[src/inc/ieb_cfg.svh]
// Register offsets, field positions, reset values and bus codes for the interrupt enable bank.
`ifndef IEB_CFG_SVH
`define IEB_CFG_SVH

`define IEB_ADDR_W      8
`define IEB_OFF_EN      8'h00
`define IEB_SPAN_EN     8'h0c
`define IEB_OFF_FLAG    8'h10
`define IEB_SPAN_FLAG   8'h0c
`define IEB_OFF_PRIO    8'h20
`define IEB_SPAN_PRIO   8'h30
`define IEB_OFF_STATUS  8'h50
`define IEB_OFF_MASK    8'h54

`define IEB_IMPL_G0     16'h3fef
`define IEB_IMPL_G1     16'hfedf
`define IEB_IMPL_G2     16'h3fe3

`define IEB_EN_RST      16'h0000
`define IEB_FLAG_RST    16'h0000
`define IEB_PRIO_RST    3'h4
`define IEB_PRIO_OFF    3'h0
`define IEB_STATUS_RST  4'h0
`define IEB_MASK_RST    4'h0

`define IEB_ST_BADADDR  3

`define IEB_POS_ADC_DONE      13
`define IEB_POS_EXT_PIN_A     0
`define IEB_POS_UART_B_TX     15
`define IEB_POS_CAPTURE_H     7
`define IEB_POS_PARALLEL_PORT 13
`define IEB_POS_SPI_B_FAULT   0

`define IEB_RESP_OKAY   2'h0
`define IEB_RESP_SLVERR 2'h2

`endif

[src/inc/ieb_pkg.sv]
// Types shared by the interrupt enable bank modules.
package ieb_pkg;

    // Group zero layout, bit 15 first.
    typedef struct packed {
        logic rsvd0_15, rsvd0_14, adc_done_en, uart_a_tx_en, uart_a_rx_en, spi_a_xfer_en, spi_a_fault_en;
        logic timer_c_en, timer_b_en, compare_b_en, capture_b_en, rsvd0_4, timer_a_en, compare_a_en;
        logic capture_a_en, ext_pin_a_en;
    } ieb_g0_t;

    // Group one layout, bit 15 first.
    typedef struct packed {
        logic uart_b_tx_en, uart_b_rx_en, ext_pin_c_en, timer_e_en, timer_d_en, compare_d_en, compare_c_en;
        logic rsvd1_8, capture_h_en, capture_g_en, rsvd1_5, ext_pin_b_en, pin_change_en, comparator_en;
        logic i2c_a_master_en, i2c_a_slave_en;
    } ieb_g1_t;

    // Group two layout, bit 15 first.
    typedef struct packed {
        logic rsvd2_15, rsvd2_14, parallel_port_en, compare_h_en, compare_g_en, compare_f_en, compare_e_en;
        logic capture_f_en, capture_e_en, capture_d_en, capture_c_en, rsvd2_4, rsvd2_3, rsvd2_2;
        logic spi_b_event_en, spi_b_fault_en;
    } ieb_g2_t;

    typedef enum logic [2:0] {SEL_NONE, SEL_EN, SEL_FLAG, SEL_PRIO, SEL_STATUS, SEL_MASK} ieb_kind_t;
    typedef struct packed {
        ieb_kind_t  kind;
        logic [3:0] idx;
    } ieb_sel_t;

    typedef struct packed {
        logic        valid;
        logic [7:0]  addr;
        logic [31:0] data;
        logic [3:0]  strb;
    } ieb_wr_t;

    typedef struct packed {
        logic       valid;
        logic [7:0] addr;
    } ieb_rd_t;

    typedef enum logic {WR_IDLE, WR_RESP} ieb_wst_t;
    typedef enum logic {RD_IDLE, RD_RESP} ieb_rst_t;

    typedef struct packed {
        ieb_wst_t    wst;
        ieb_rst_t    rst;
        logic        aw_have;
        logic [7:0]  aw_addr;
        logic        w_have;
        logic [31:0] w_data;
        logic [3:0]  w_strb;
        logic [1:0]  bresp;
        logic [31:0] rdata;
        logic [1:0]  rresp;
    } ieb_axs_t;

    typedef struct packed {
        logic [2:0][15:0] en;
        logic [2:0][15:0] flag;
        logic [2:0][15:0] req;
        logic [47:0][2:0] prio;
        logic [2:0]       prio_top;
        logic [3:0]       status;
        logic [3:0]       mask;
        logic [2:0]       grp_prev;
    } ieb_core_t;

endpackage

[src/logic/ieb_axil_slave.sv]
// AXI4-Lite slave front end that turns bus transfers into one-cycle register requests.
`timescale 1ns/1ps
`default_nettype none
`include "ieb_cfg.svh"
module ieb_axil_slave (
    input  wire logic        aclk,
    input  wire logic        aresetn,
    input  wire logic        awvalid,
    output logic             awready,
    input  wire logic [7:0]  awaddr,
    input  wire logic        wvalid,
    output logic             wready,
    input  wire logic [31:0] wdata,
    input  wire logic [3:0]  wstrb,
    output logic             bvalid,
    input  wire logic        bready,
    output logic [1:0]       bresp,
    input  wire logic        arvalid,
    output logic             arready,
    input  wire logic [7:0]  araddr,
    output logic             rvalid,
    input  wire logic        rready,
    output logic [31:0]      rdata,
    output logic [1:0]       rresp,
    output ieb_pkg::ieb_wr_t wr_req,
    input  wire logic        wr_err,
    output ieb_pkg::ieb_rd_t rd_req,
    input  wire logic [31:0] rd_data,
    input  wire logic        rd_err
);
    ieb_pkg::ieb_axs_t s;
    ieb_pkg::ieb_axs_t n;

    // Address and data are caught separately so the master may offer them in either order.
    assign awready = !s.aw_have && (s.wst == ieb_pkg::WR_IDLE);
    assign wready  = !s.w_have && (s.wst == ieb_pkg::WR_IDLE);
    assign bvalid  = (s.wst == ieb_pkg::WR_RESP);
    assign bresp   = s.bresp;
    assign arready = (s.rst == ieb_pkg::RD_IDLE);
    assign rvalid  = (s.rst == ieb_pkg::RD_RESP);
    assign rdata   = s.rdata;
    assign rresp   = s.rresp;

    // The write is issued only from registered halves, so its address and data never glitch.
    assign wr_req.valid = s.aw_have && s.w_have && (s.wst == ieb_pkg::WR_IDLE);
    assign wr_req.addr  = s.aw_addr;
    assign wr_req.data  = s.w_data;
    assign wr_req.strb  = s.w_strb;
    assign rd_req.valid = arvalid && arready;
    assign rd_req.addr  = araddr;

    // Next state of both channels.
    always_comb begin
        n = s;
        if (awvalid && awready) begin
            n.aw_have = 1'b1;
            n.aw_addr = awaddr;
        end
        if (wvalid && wready) begin
            n.w_have = 1'b1;
            n.w_data = wdata;
            n.w_strb = wstrb;
        end
        case (s.wst)
            ieb_pkg::WR_IDLE: begin
                if (wr_req.valid) begin
                    n.aw_have = 1'b0;
                    n.w_have  = 1'b0;
                    n.bresp   = wr_err ? `IEB_RESP_SLVERR : `IEB_RESP_OKAY;
                    n.wst     = ieb_pkg::WR_RESP;
                end
            end
            ieb_pkg::WR_RESP: begin
                if (bready) begin
                    n.wst = ieb_pkg::WR_IDLE;
                end
            end
            default: n.wst = ieb_pkg::WR_IDLE;
        endcase
        case (s.rst)
            ieb_pkg::RD_IDLE: begin
                if (rd_req.valid) begin
                    n.rdata = rd_data;
                    n.rresp = rd_err ? `IEB_RESP_SLVERR : `IEB_RESP_OKAY;
                    n.rst   = ieb_pkg::RD_RESP;
                end
            end
            ieb_pkg::RD_RESP: begin
                if (rready) begin
                    n.rst = ieb_pkg::RD_IDLE;
                end
            end
            default: n.rst = ieb_pkg::RD_IDLE;
        endcase
    end

    // State register.
    always_ff @(posedge aclk) begin
        if (!aresetn) begin
            s <= '0;
        end else begin
            s <= n;
        end
    end
endmodule
`default_nettype wire

[src/logic/ieb_gate.sv]
// Per-group request gate: flag and enable and a live priority make a request.
`timescale 1ns/1ps
`default_nettype none
`include "ieb_cfg.svh"
module ieb_gate (
    input  wire logic [15:0]      flag,
    input  wire logic [15:0]      en,
    input  wire logic [15:0][2:0] prio,
    output logic [15:0]           live,
    output logic [15:0]           req
);
    // One gate per source; a zero priority kills the source whatever its enable says.
    for (genvar i = 0; i < 16; i++) begin : g_src
        assign live[i] = (prio[i] != `IEB_PRIO_OFF);
        assign req[i]  = flag[i] & en[i] & live[i];
    end
endmodule
`default_nettype wire

[src/logic/ieb_top.sv]
// Interrupt enable bank: enable, flag and priority registers behind an AXI4-Lite slave.
`timescale 1ns/1ps
`default_nettype none
`include "ieb_cfg.svh"
// Notes on behaviour
// [RULE1] Set enable bit passes its source's request.
// [RULE2] Unimplemented enable bits always read zero.
// [RULE3] Enable bits read/write, reset to zero.
// [RULE4] External pins need remapping by software first.
// [RULE5] Group zero upper byte source assignment.
// [RULE6] Group zero lower byte source assignment.
// [RULE7] Group one upper byte source assignment.
// [RULE8] Group one lower byte source assignment.
// [RULE9] Group two upper byte source assignment.
// [RULE10] Group two lower byte source assignment.
// [RULE11] Source event sets its sticky flag.
// [RULE12] Priority zero disables source despite enable.
// [RULE13] Writes to unimplemented bits are dropped.
// [RULE14] Request equals flag AND enable.
module ieb_top (
    input  wire logic             aclk,
    input  wire logic             aresetn,
    input  wire logic             awvalid,
    output logic                  awready,
    input  wire logic [7:0]       awaddr,
    input  wire logic             wvalid,
    output logic                  wready,
    input  wire logic [31:0]      wdata,
    input  wire logic [3:0]       wstrb,
    output logic                  bvalid,
    input  wire logic             bready,
    output logic [1:0]            bresp,
    input  wire logic             arvalid,
    output logic                  arready,
    input  wire logic [7:0]       araddr,
    output logic                  rvalid,
    input  wire logic             rready,
    output logic [31:0]           rdata,
    output logic [1:0]            rresp,
    input  wire ieb_pkg::ieb_g0_t src_evt_g0,
    input  wire ieb_pkg::ieb_g1_t src_evt_g1,
    input  wire ieb_pkg::ieb_g2_t src_evt_g2,
    output ieb_pkg::ieb_g0_t      cpu_req_g0,
    output ieb_pkg::ieb_g1_t      cpu_req_g1,
    output ieb_pkg::ieb_g2_t      cpu_req_g2,
    output logic [2:0]            cpu_req_prio,
    output logic                  irq
);
    localparam logic [47:0] IMPL_ALL = {`IEB_IMPL_G2, `IEB_IMPL_G1, `IEB_IMPL_G0};

    ieb_pkg::ieb_core_t s;
    ieb_pkg::ieb_core_t n;
    ieb_pkg::ieb_wr_t   wr_req;
    ieb_pkg::ieb_rd_t   rd_req;
    ieb_pkg::ieb_sel_t  wsel;
    ieb_pkg::ieb_sel_t  rsel;
    logic               wr_err;
    logic               rd_err;
    logic [31:0]        rd_data;
    logic [2:0][15:0]   gate_q;
    logic [2:0][15:0]   gate_live;
    logic [2:0][15:0]   src_all;
    logic [2:0]         grp_any;
    logic [2:0]         grp_rise;
    logic               bad_access;

    // Map a byte address onto a register kind and index; used for both reads and writes.
    function automatic ieb_pkg::ieb_sel_t ieb_decode(input logic [7:0] a);
        ieb_pkg::ieb_sel_t d;
        logic [7:0]        o;
        d.kind = ieb_pkg::SEL_NONE;
        d.idx  = 4'h0;
        o      = a - `IEB_OFF_EN;
        if (o < `IEB_SPAN_EN) begin
            d.kind = ieb_pkg::SEL_EN;
            d.idx  = o[5:2];
        end
        o = a - `IEB_OFF_FLAG;
        if (o < `IEB_SPAN_FLAG) begin
            d.kind = ieb_pkg::SEL_FLAG;
            d.idx  = o[5:2];
        end
        o = a - `IEB_OFF_PRIO;
        if (o < `IEB_SPAN_PRIO) begin
            d.kind = ieb_pkg::SEL_PRIO;
            d.idx  = o[5:2];
        end
        if ({a[7:2], 2'h0} == `IEB_OFF_STATUS) begin
            d.kind = ieb_pkg::SEL_STATUS;
        end
        if ({a[7:2], 2'h0} == `IEB_OFF_MASK) begin
            d.kind = ieb_pkg::SEL_MASK;
        end
        return d;
    endfunction

    // Implemented-bit mask of one enable or flag group.
    function automatic logic [15:0] impl_of(input logic [1:0] g);
        case (g)
            2'h0:    return `IEB_IMPL_G0;
            2'h1:    return `IEB_IMPL_G1;
            2'h2:    return `IEB_IMPL_G2;
            default: return 16'h0000;
        endcase
    endfunction

    // Byte-lane merge of a 16-bit register; strobes for the upper word lanes have nothing to hit.
    function automatic logic [15:0] merge16(input logic [15:0] o, input logic [31:0] d, input logic [3:0] st);
        return {st[1] ? d[15:8] : o[15:8], st[0] ? d[7:0] : o[7:0]};
    endfunction

    // Highest live priority among the requests going to the processor.
    function automatic logic [2:0] top_prio(input logic [47:0] q, input logic [47:0][2:0] p);
        logic [2:0] best;
        best = `IEB_PRIO_OFF;
        for (int k = 0; k < 48; k++) begin
            if (q[k] && (p[k] > best)) begin
                best = p[k];
            end
        end
        return best;
    endfunction

    ieb_axil_slave u_bus (
        .aclk    (aclk),
        .aresetn (aresetn),
        .awvalid (awvalid),
        .awready (awready),
        .awaddr  (awaddr),
        .wvalid  (wvalid),
        .wready  (wready),
        .wdata   (wdata),
        .wstrb   (wstrb),
        .bvalid  (bvalid),
        .bready  (bready),
        .bresp   (bresp),
        .arvalid (arvalid),
        .arready (arready),
        .araddr  (araddr),
        .rvalid  (rvalid),
        .rready  (rready),
        .rdata   (rdata),
        .rresp   (rresp),
        .wr_req  (wr_req),
        .wr_err  (wr_err),
        .rd_req  (rd_req),
        .rd_data (rd_data),
        .rd_err  (rd_err)
    );

    // One gate per group; each bit is flag AND enable AND live priority.
    for (genvar g = 0; g < 3; g++) begin : g_grp
        ieb_gate u_gate (
            .flag (s.flag[g]),
            .en   (s.en[g]),
            .prio (s.prio[g*16 +: 16]),
            .live (gate_live[g]),
            .req  (gate_q[g])
        );
        assign grp_any[g] = |gate_q[g];
    end

    // Decode and event terms.
    assign wsel       = ieb_decode(wr_req.addr);
    assign rsel       = ieb_decode(rd_req.addr);
    assign wr_err     = (wsel.kind == ieb_pkg::SEL_NONE);
    assign rd_err     = (rsel.kind == ieb_pkg::SEL_NONE);
    assign src_all    = {src_evt_g2, src_evt_g1, src_evt_g0};
    assign grp_rise   = grp_any & ~s.grp_prev;
    assign bad_access = (wr_req.valid && wr_err) || (rd_req.valid && rd_err);

    // Request outputs are registered and irq is decoded from registered status and mask; the group structs fix which bit belongs to which source.
    assign cpu_req_g0   = ieb_pkg::ieb_g0_t'(s.req[0]); // [RULE5] [RULE6]
    assign cpu_req_g1   = ieb_pkg::ieb_g1_t'(s.req[1]); // [RULE7] [RULE8]
    assign cpu_req_g2   = ieb_pkg::ieb_g2_t'(s.req[2]); // [RULE9] [RULE10]
    assign cpu_req_prio = s.prio_top;
    assign irq          = |(s.status & s.mask);

    // Read data; unimplemented and reserved bits come back as zero.
    always_comb begin
        rd_data = 32'h0000_0000;
        case (rsel.kind)
            ieb_pkg::SEL_EN:     rd_data[15:0] = s.en[rsel.idx[1:0]] & impl_of(rsel.idx[1:0]); // [RULE2] [RULE3]
            ieb_pkg::SEL_FLAG:   rd_data[15:0] = s.flag[rsel.idx[1:0]];
            ieb_pkg::SEL_PRIO: begin
                for (int f = 0; f < 4; f++) begin
                    if (IMPL_ALL[{rsel.idx, f[1:0]}]) begin
                        rd_data[4*f +: 3] = s.prio[{rsel.idx, f[1:0]}];
                    end
                end
            end
            ieb_pkg::SEL_STATUS: rd_data[3:0] = s.status;
            ieb_pkg::SEL_MASK:   rd_data[3:0] = s.mask;
            default:             rd_data = 32'h0000_0000;
        endcase
    end

    // Next state of the bank.
    always_comb begin
        n          = s;
        n.req      = gate_q; // [RULE1] [RULE12] [RULE14]
        n.prio_top = top_prio(gate_q, s.prio);
        n.grp_prev = grp_any;
        // Software writes; only implemented positions ever take a value.
        if (wr_req.valid) begin
            case (wsel.kind)
                ieb_pkg::SEL_EN: begin
                    n.en[wsel.idx[1:0]] = merge16(s.en[wsel.idx[1:0]], wr_req.data, wr_req.strb)
                                          & impl_of(wsel.idx[1:0]); // [RULE3] [RULE13]
                end
                ieb_pkg::SEL_FLAG: begin
                    n.flag[wsel.idx[1:0]] = merge16(s.flag[wsel.idx[1:0]], wr_req.data, wr_req.strb)
                                            & impl_of(wsel.idx[1:0]);
                end
                ieb_pkg::SEL_PRIO: begin
                    for (int f = 0; f < 4; f++) begin
                        if (IMPL_ALL[{wsel.idx, f[1:0]}] && wr_req.strb[f/2]) begin
                            n.prio[{wsel.idx, f[1:0]}] = wr_req.data[4*f +: 3];
                        end
                    end
                end
                ieb_pkg::SEL_MASK: begin
                    if (wr_req.strb[0]) begin
                        n.mask = wr_req.data[3:0];
                    end
                end
                default: n.mask = s.mask;
            endcase
        end
        // Source events are ORed in after the write so that a set beats a clear in the same cycle.
        n.flag = n.flag | (src_all & IMPL_ALL); // [RULE11]
        // Status clears on read, but an event in that very cycle still lands.
        if (rd_req.valid && (rsel.kind == ieb_pkg::SEL_STATUS)) begin
            n.status = `IEB_STATUS_RST;
        end
        n.status[2:0]             = n.status[2:0] | grp_rise;
        n.status[`IEB_ST_BADADDR] = n.status[`IEB_ST_BADADDR] | bad_access;
    end

    // State register.
    always_ff @(posedge aclk) begin
        if (!aresetn) begin
            s        <= '0;
            s.en     <= {3{`IEB_EN_RST}};
            s.flag   <= {3{`IEB_FLAG_RST}};
            s.prio   <= {48{`IEB_PRIO_RST}};
            s.status <= `IEB_STATUS_RST;
            s.mask   <= `IEB_MASK_RST;
        end else begin
            s <= n;
        end
    end
endmodule
`default_nettype wire

[config.mk]
export PLATFORM = sky130hd
export DESIGN_NAME = ieb_top
export DESIGN_NICKNAME = d
export VERILOG_FILES = /design/src/inc/ieb_pkg.sv /design/src/logic/ieb_axil_slave.sv /design/src/logic/ieb_gate.sv /design/src/logic/ieb_top.sv
export VERILOG_INCLUDE_DIRS = /design/src /design/src/inc
export SDC_FILE = /design/constraint.sdc
export NUM_CORES = 1
export LEC_CHECK = 0
export ABC_AREA = 1
export BUFFER_PORTS_ARGS = -buffer_cell sky130_fd_sc_hd__buf_2
export CAP_MARGIN = 25
export CORE_UTILIZATION = 45
export CTS_CLUSTER_SIZE = 24
export DETAILED_ROUTE_END_ITERATION = 12
export GPL_ROUTABILITY_DRIVEN = 0
export RECOVER_POWER = 50
export SLEW_MARGIN = 30
export SYNTH_ARGS = -nofsm -noshare
export SYNTH_HDL_FRONTEND = slang
export SYNTH_SLANG_ARGS = --single-unit
[constraint.sdc]
create_clock -name aclk -period 67.2 [get_ports aclk]
set_input_delay 6.72 -clock aclk [delete_from_list [all_inputs] [get_ports aclk]]
set_output_delay 6.72 -clock aclk [all_outputs]
set_load 0.05 [all_outputs]
==> metrics.md <==
| Metric | Value |
|---|---|
| Initial antenna violation count | `4` |
| First DRT Iteration DRCs | `2,894` |
| Startpoint type of the worst setup path | `flip-flop` |
| Crit-path most repeated cell | `nand2_1` |
| Tcrit/Tclk final | `76.4%` |
| Hpwl dp | `64,600 µm` |
| Final instance area | `22,700 µm²` |
| Routed Antenna Nets | `0` |
| Worst path depth | `292` |
| Simple-gate share of the synthesized area | `19.8%` |
| Post-Layout Cell Count | `3,718` |
| R2R cell count | `292` |
| Area growth, synth to finish | `9.82%` |
| Count of flip-flops with a built-in enable after synthesis | `0` |
| Pwr dens | `24.4 nW/µm²` |
| Synth cell types | `46` |
| # placed instances | `3,644` |
| Die area | `46,800 µm²` |
| Max Fclk | `0.0195 GHz` |
| Reg-to-Reg Start | `s[206]$_SDFF_PN0_` |
| Post-synthesis async set-or-reset flop share | `0%` |
| Vias in the first global route | `20.5k` |
| Outcome | `finished, violations left` |
| Area contributors post-synth | `dfxtp_1, o21ai_0, a21oi_1` |
| Clock Sinks | `348` |
| Critical Path RT | `67.68 ns` |
| Setup crit end | `cpu_req_prio[2]$_SDFF_PN0_` |
| Core ar. | `45,400 µm²` |
| Die Wd | `216 µm` |
| Max-slew violation count | `172` |
| Fin Hold WS | `0.438 ns` |
| Critical Path Fanout Max | `5` |
| Cts repair resizes | `0` |
| CTS max path bufs | `3` |
| # hold bufs at CTS | `0` |
| Synthesis Warnings | `0` |
| FILL cells | `4,656` |
| I/O pin count | `200` |
| CTS tree | `done` |
| Fin nets | `3,267` |
| Initial Utilization | `45.6%` |
| Routed length per instance | `23.6 µm` |
| Worst Setup Slack, final | `15.83 ns` |
| Drc violations | `0` |
| H-tree depth | `2` |
| Setup Skew | `0.0247 ns` |
| R2R Path End | `cpu_req_prio[2]$_SDFF_PN0_` |
| Synth area leader | `dfxtp_1` |
| Critical path's largest stage delay | `0.55 ns` |
| Largest net degree at the start of global routing | `93` |
| Routed vias | `22.7k` |
| FP Rows | `78` |
| Failing checks | `capacitance limit, slew limit` |
| Syn avg cell area | `6.75 µm²` |
| Post-synthesis mux area share | `0.0484%` |
| Critical path startpoint | `s[206]$_SDFF_PN0_` |
| Drt pass-1 iters | `7` |
| Synth Area in Adders | `4.42%` |
| Clk Latency, worst-skew pair | `0.60 ns` |
| Buf/Inv on CP | `33` |
| Synth Area in XOR/XNOR | `0.169%` |
| Post-synthesis register bit count | `348` |
| Hold WC Path Type | `reg2reg` |
| Critical path's top delay family | `compound AO/OA/AOI/OAI gates` |
| Worst Tran Pin Value | `2.90 ns` |
| CP max stage cell | `o32ai_1` |
| RSZ-0062 raised after global routing | `no` |
| CP arrival | `51.85 ns` |
| Via density | `6.09` |
| Final Hold Fails | `0` |
| CP Capture Type | `flip-flop` |
| Power Total | `0.554 mW` |
| Finished Core Util | `50.1%` |
| Layout cells sized above 1 | `8.02%` |
| Port bufs | `149` |
| Reg clk slew, reported paths | `0.06 ns` |
| Die height | `216 µm` |
| Crit path time final | `51.37 ns` |
| Total Routed Length | `87,800 µm` |
| Worst slew margin | `-93.4%` |
| First-pass GRT wire length | `129,000 µm` |
| Largest family of logic cells by synthesized area | `compound AO/OA/AOI/OAI gates` |
| Post-Syn Instances | `3,066` |
| Setup slack, reg-to-reg | `15.83 ns` |
| Post-synthesis sequential area ratio | `33.7%` |
| Worst slack, placed | `17.00 ns` |
| Remaining Overflow, GRT | `0` |
| Post-CTS setup buffer count | `0` |
| Placed cell area | `21,400 µm²` |
| Leakage | `9.58 nW` |
| Setup violations, final | `0` |
| Total GRT Usage | `36.6%` |
| Compound-Gate Fraction of Synth Area | `29.3%` |
| Post-synthesis cell area | `20,700 µm²` |
| CTS buffer count | `41` |
| Clock root buffer | `clkbuf_16` |
| Setup TNS | `0 ns` |
| Post-synth top flop | `dfxtp_1` |
| Area share of the largest cell type after synthesis | `33.7%` |
| Max-cap viol count | `3` |
| Largest vdd supply drop | `0.0000188 V` |
| Kind of critical path | `reg2reg` |
kinds of logic (layout without fill, tap and decap cells):
| group | after synthesis | count (layout) |
|---|---|---|
| other | 1 | 19 |
| muxes | 1 | 1 |
| xor gates and xnor gates | 4 | 4 |
| DFF | 348 | 348 |
| AOI/OAI and AO/OA | 1062 | 1062 |
| buffers and inverters | 601 | 635 |
| adders and majority gates | 73 | 73 |
| and+or+nand+nor | 976 | 976 |
cell type report:
class / instances / area (µm²) / area share, %
tap: 600 / 751 / 3.30
clock buffer: 60 / 1260 / 5.55
multi-input combinational: 2134 / 11200 / 49.3
inverter: 378 / 1430 / 6.27
sequential: 348 / 6970 / 30.7
antenna: 1 / 2.50 / 0.0110
clock inverter: 13 / 175 / 0.771
timing repair buffer: 184 / 926 / 4.08
layer usage:
layer	global-route usage [%]	vias to the layer above	part of all wire (%)
li1	-	10500	-
met5	0	-	0.030
met3	9.61	324	12
met1	47.7	10500	40
met2	53.2	1324	41
met4	23.9	4	7.5
where the power goes:
group	switching [mW]	internal [mW]	total, mW
Sequential	0.00943	0.211	0.221
Combinational	0.0685	0.0240	0.0925
Clock	0.0956	0.145	0.241
Total	0.174	0.380	0.554
cells in the mapped netlist (35+ instances only):
library cell    n
o311ai_0       39
ha_1           73
clkbuf_1      129
o21ai_0       406
dfxtp_1       348
o32ai_1        35
o211ai_1       61
nand2_1       471
nor2_1        270
a21oi_1       379
nand3_1       136
buf_4          88
inv_1         361
nand2_2        36
registers in the layout, summed over array words and instances (netlist names):
| name | flops |
|---|---|
| u_bus.wr_req | 24 |
| u_bus.rresp | 1 |
| cpu_req_g2 | 16 |
| u_bus.bresp | 1 |
| cpu_req_g0 | 16 |
| u_bus.bvalid | 1 |
| u_bus.rvalid | 1 |
| u_bus.s | 2 |
| cpu_req_g1 | 16 |
| u_bus.rdata | 16 |
| cpu_req_prio | 3 |
| s | 251 |
worst min-delay path by stage:
stage                       start            endpoint  cells after the start
6_report       s[26]$_SDFFE_PN0P_  s[26]$_SDFFE_PN0P_                      2
2_1_floorplan  s[26]$_SDFFE_PN0P_  s[26]$_SDFFE_PN0P_                      2
3_5_place_dp   s[26]$_SDFFE_PN0P_  s[26]$_SDFFE_PN0P_                      2
3_3_place_gp   s[26]$_SDFFE_PN0P_  s[26]$_SDFFE_PN0P_                      2
4_1_cts        s[26]$_SDFFE_PN0P_  s[26]$_SDFFE_PN0P_                      2
5_1_grt        s[26]$_SDFFE_PN0P_  s[26]$_SDFFE_PN0P_                      2
worst register-to-register path, delay by kind of cell (launching register included):
kind,cells,cell delay [ns]
AOI/OAI and AO/OA,91,22.35
adders and majority gates,47,14.26
buffers and inverters,33,2.27
DFF,1,0.45
and+or+nand+nor,121,11.99
placed cells by master, fill, tap and decap left out, drive strengths merged, types with 35 or more instances in the layout:
cell,n
inv,370
o32ai,35
dfxtp,348
nor2,272
a21oi,381
nand2,507
buf,117
o211ai,61
ha,73
clkbuf,127
nand3,145
o311ai,39
o21ai,409
No activity file was read; power rests on OpenSTA's default activity.
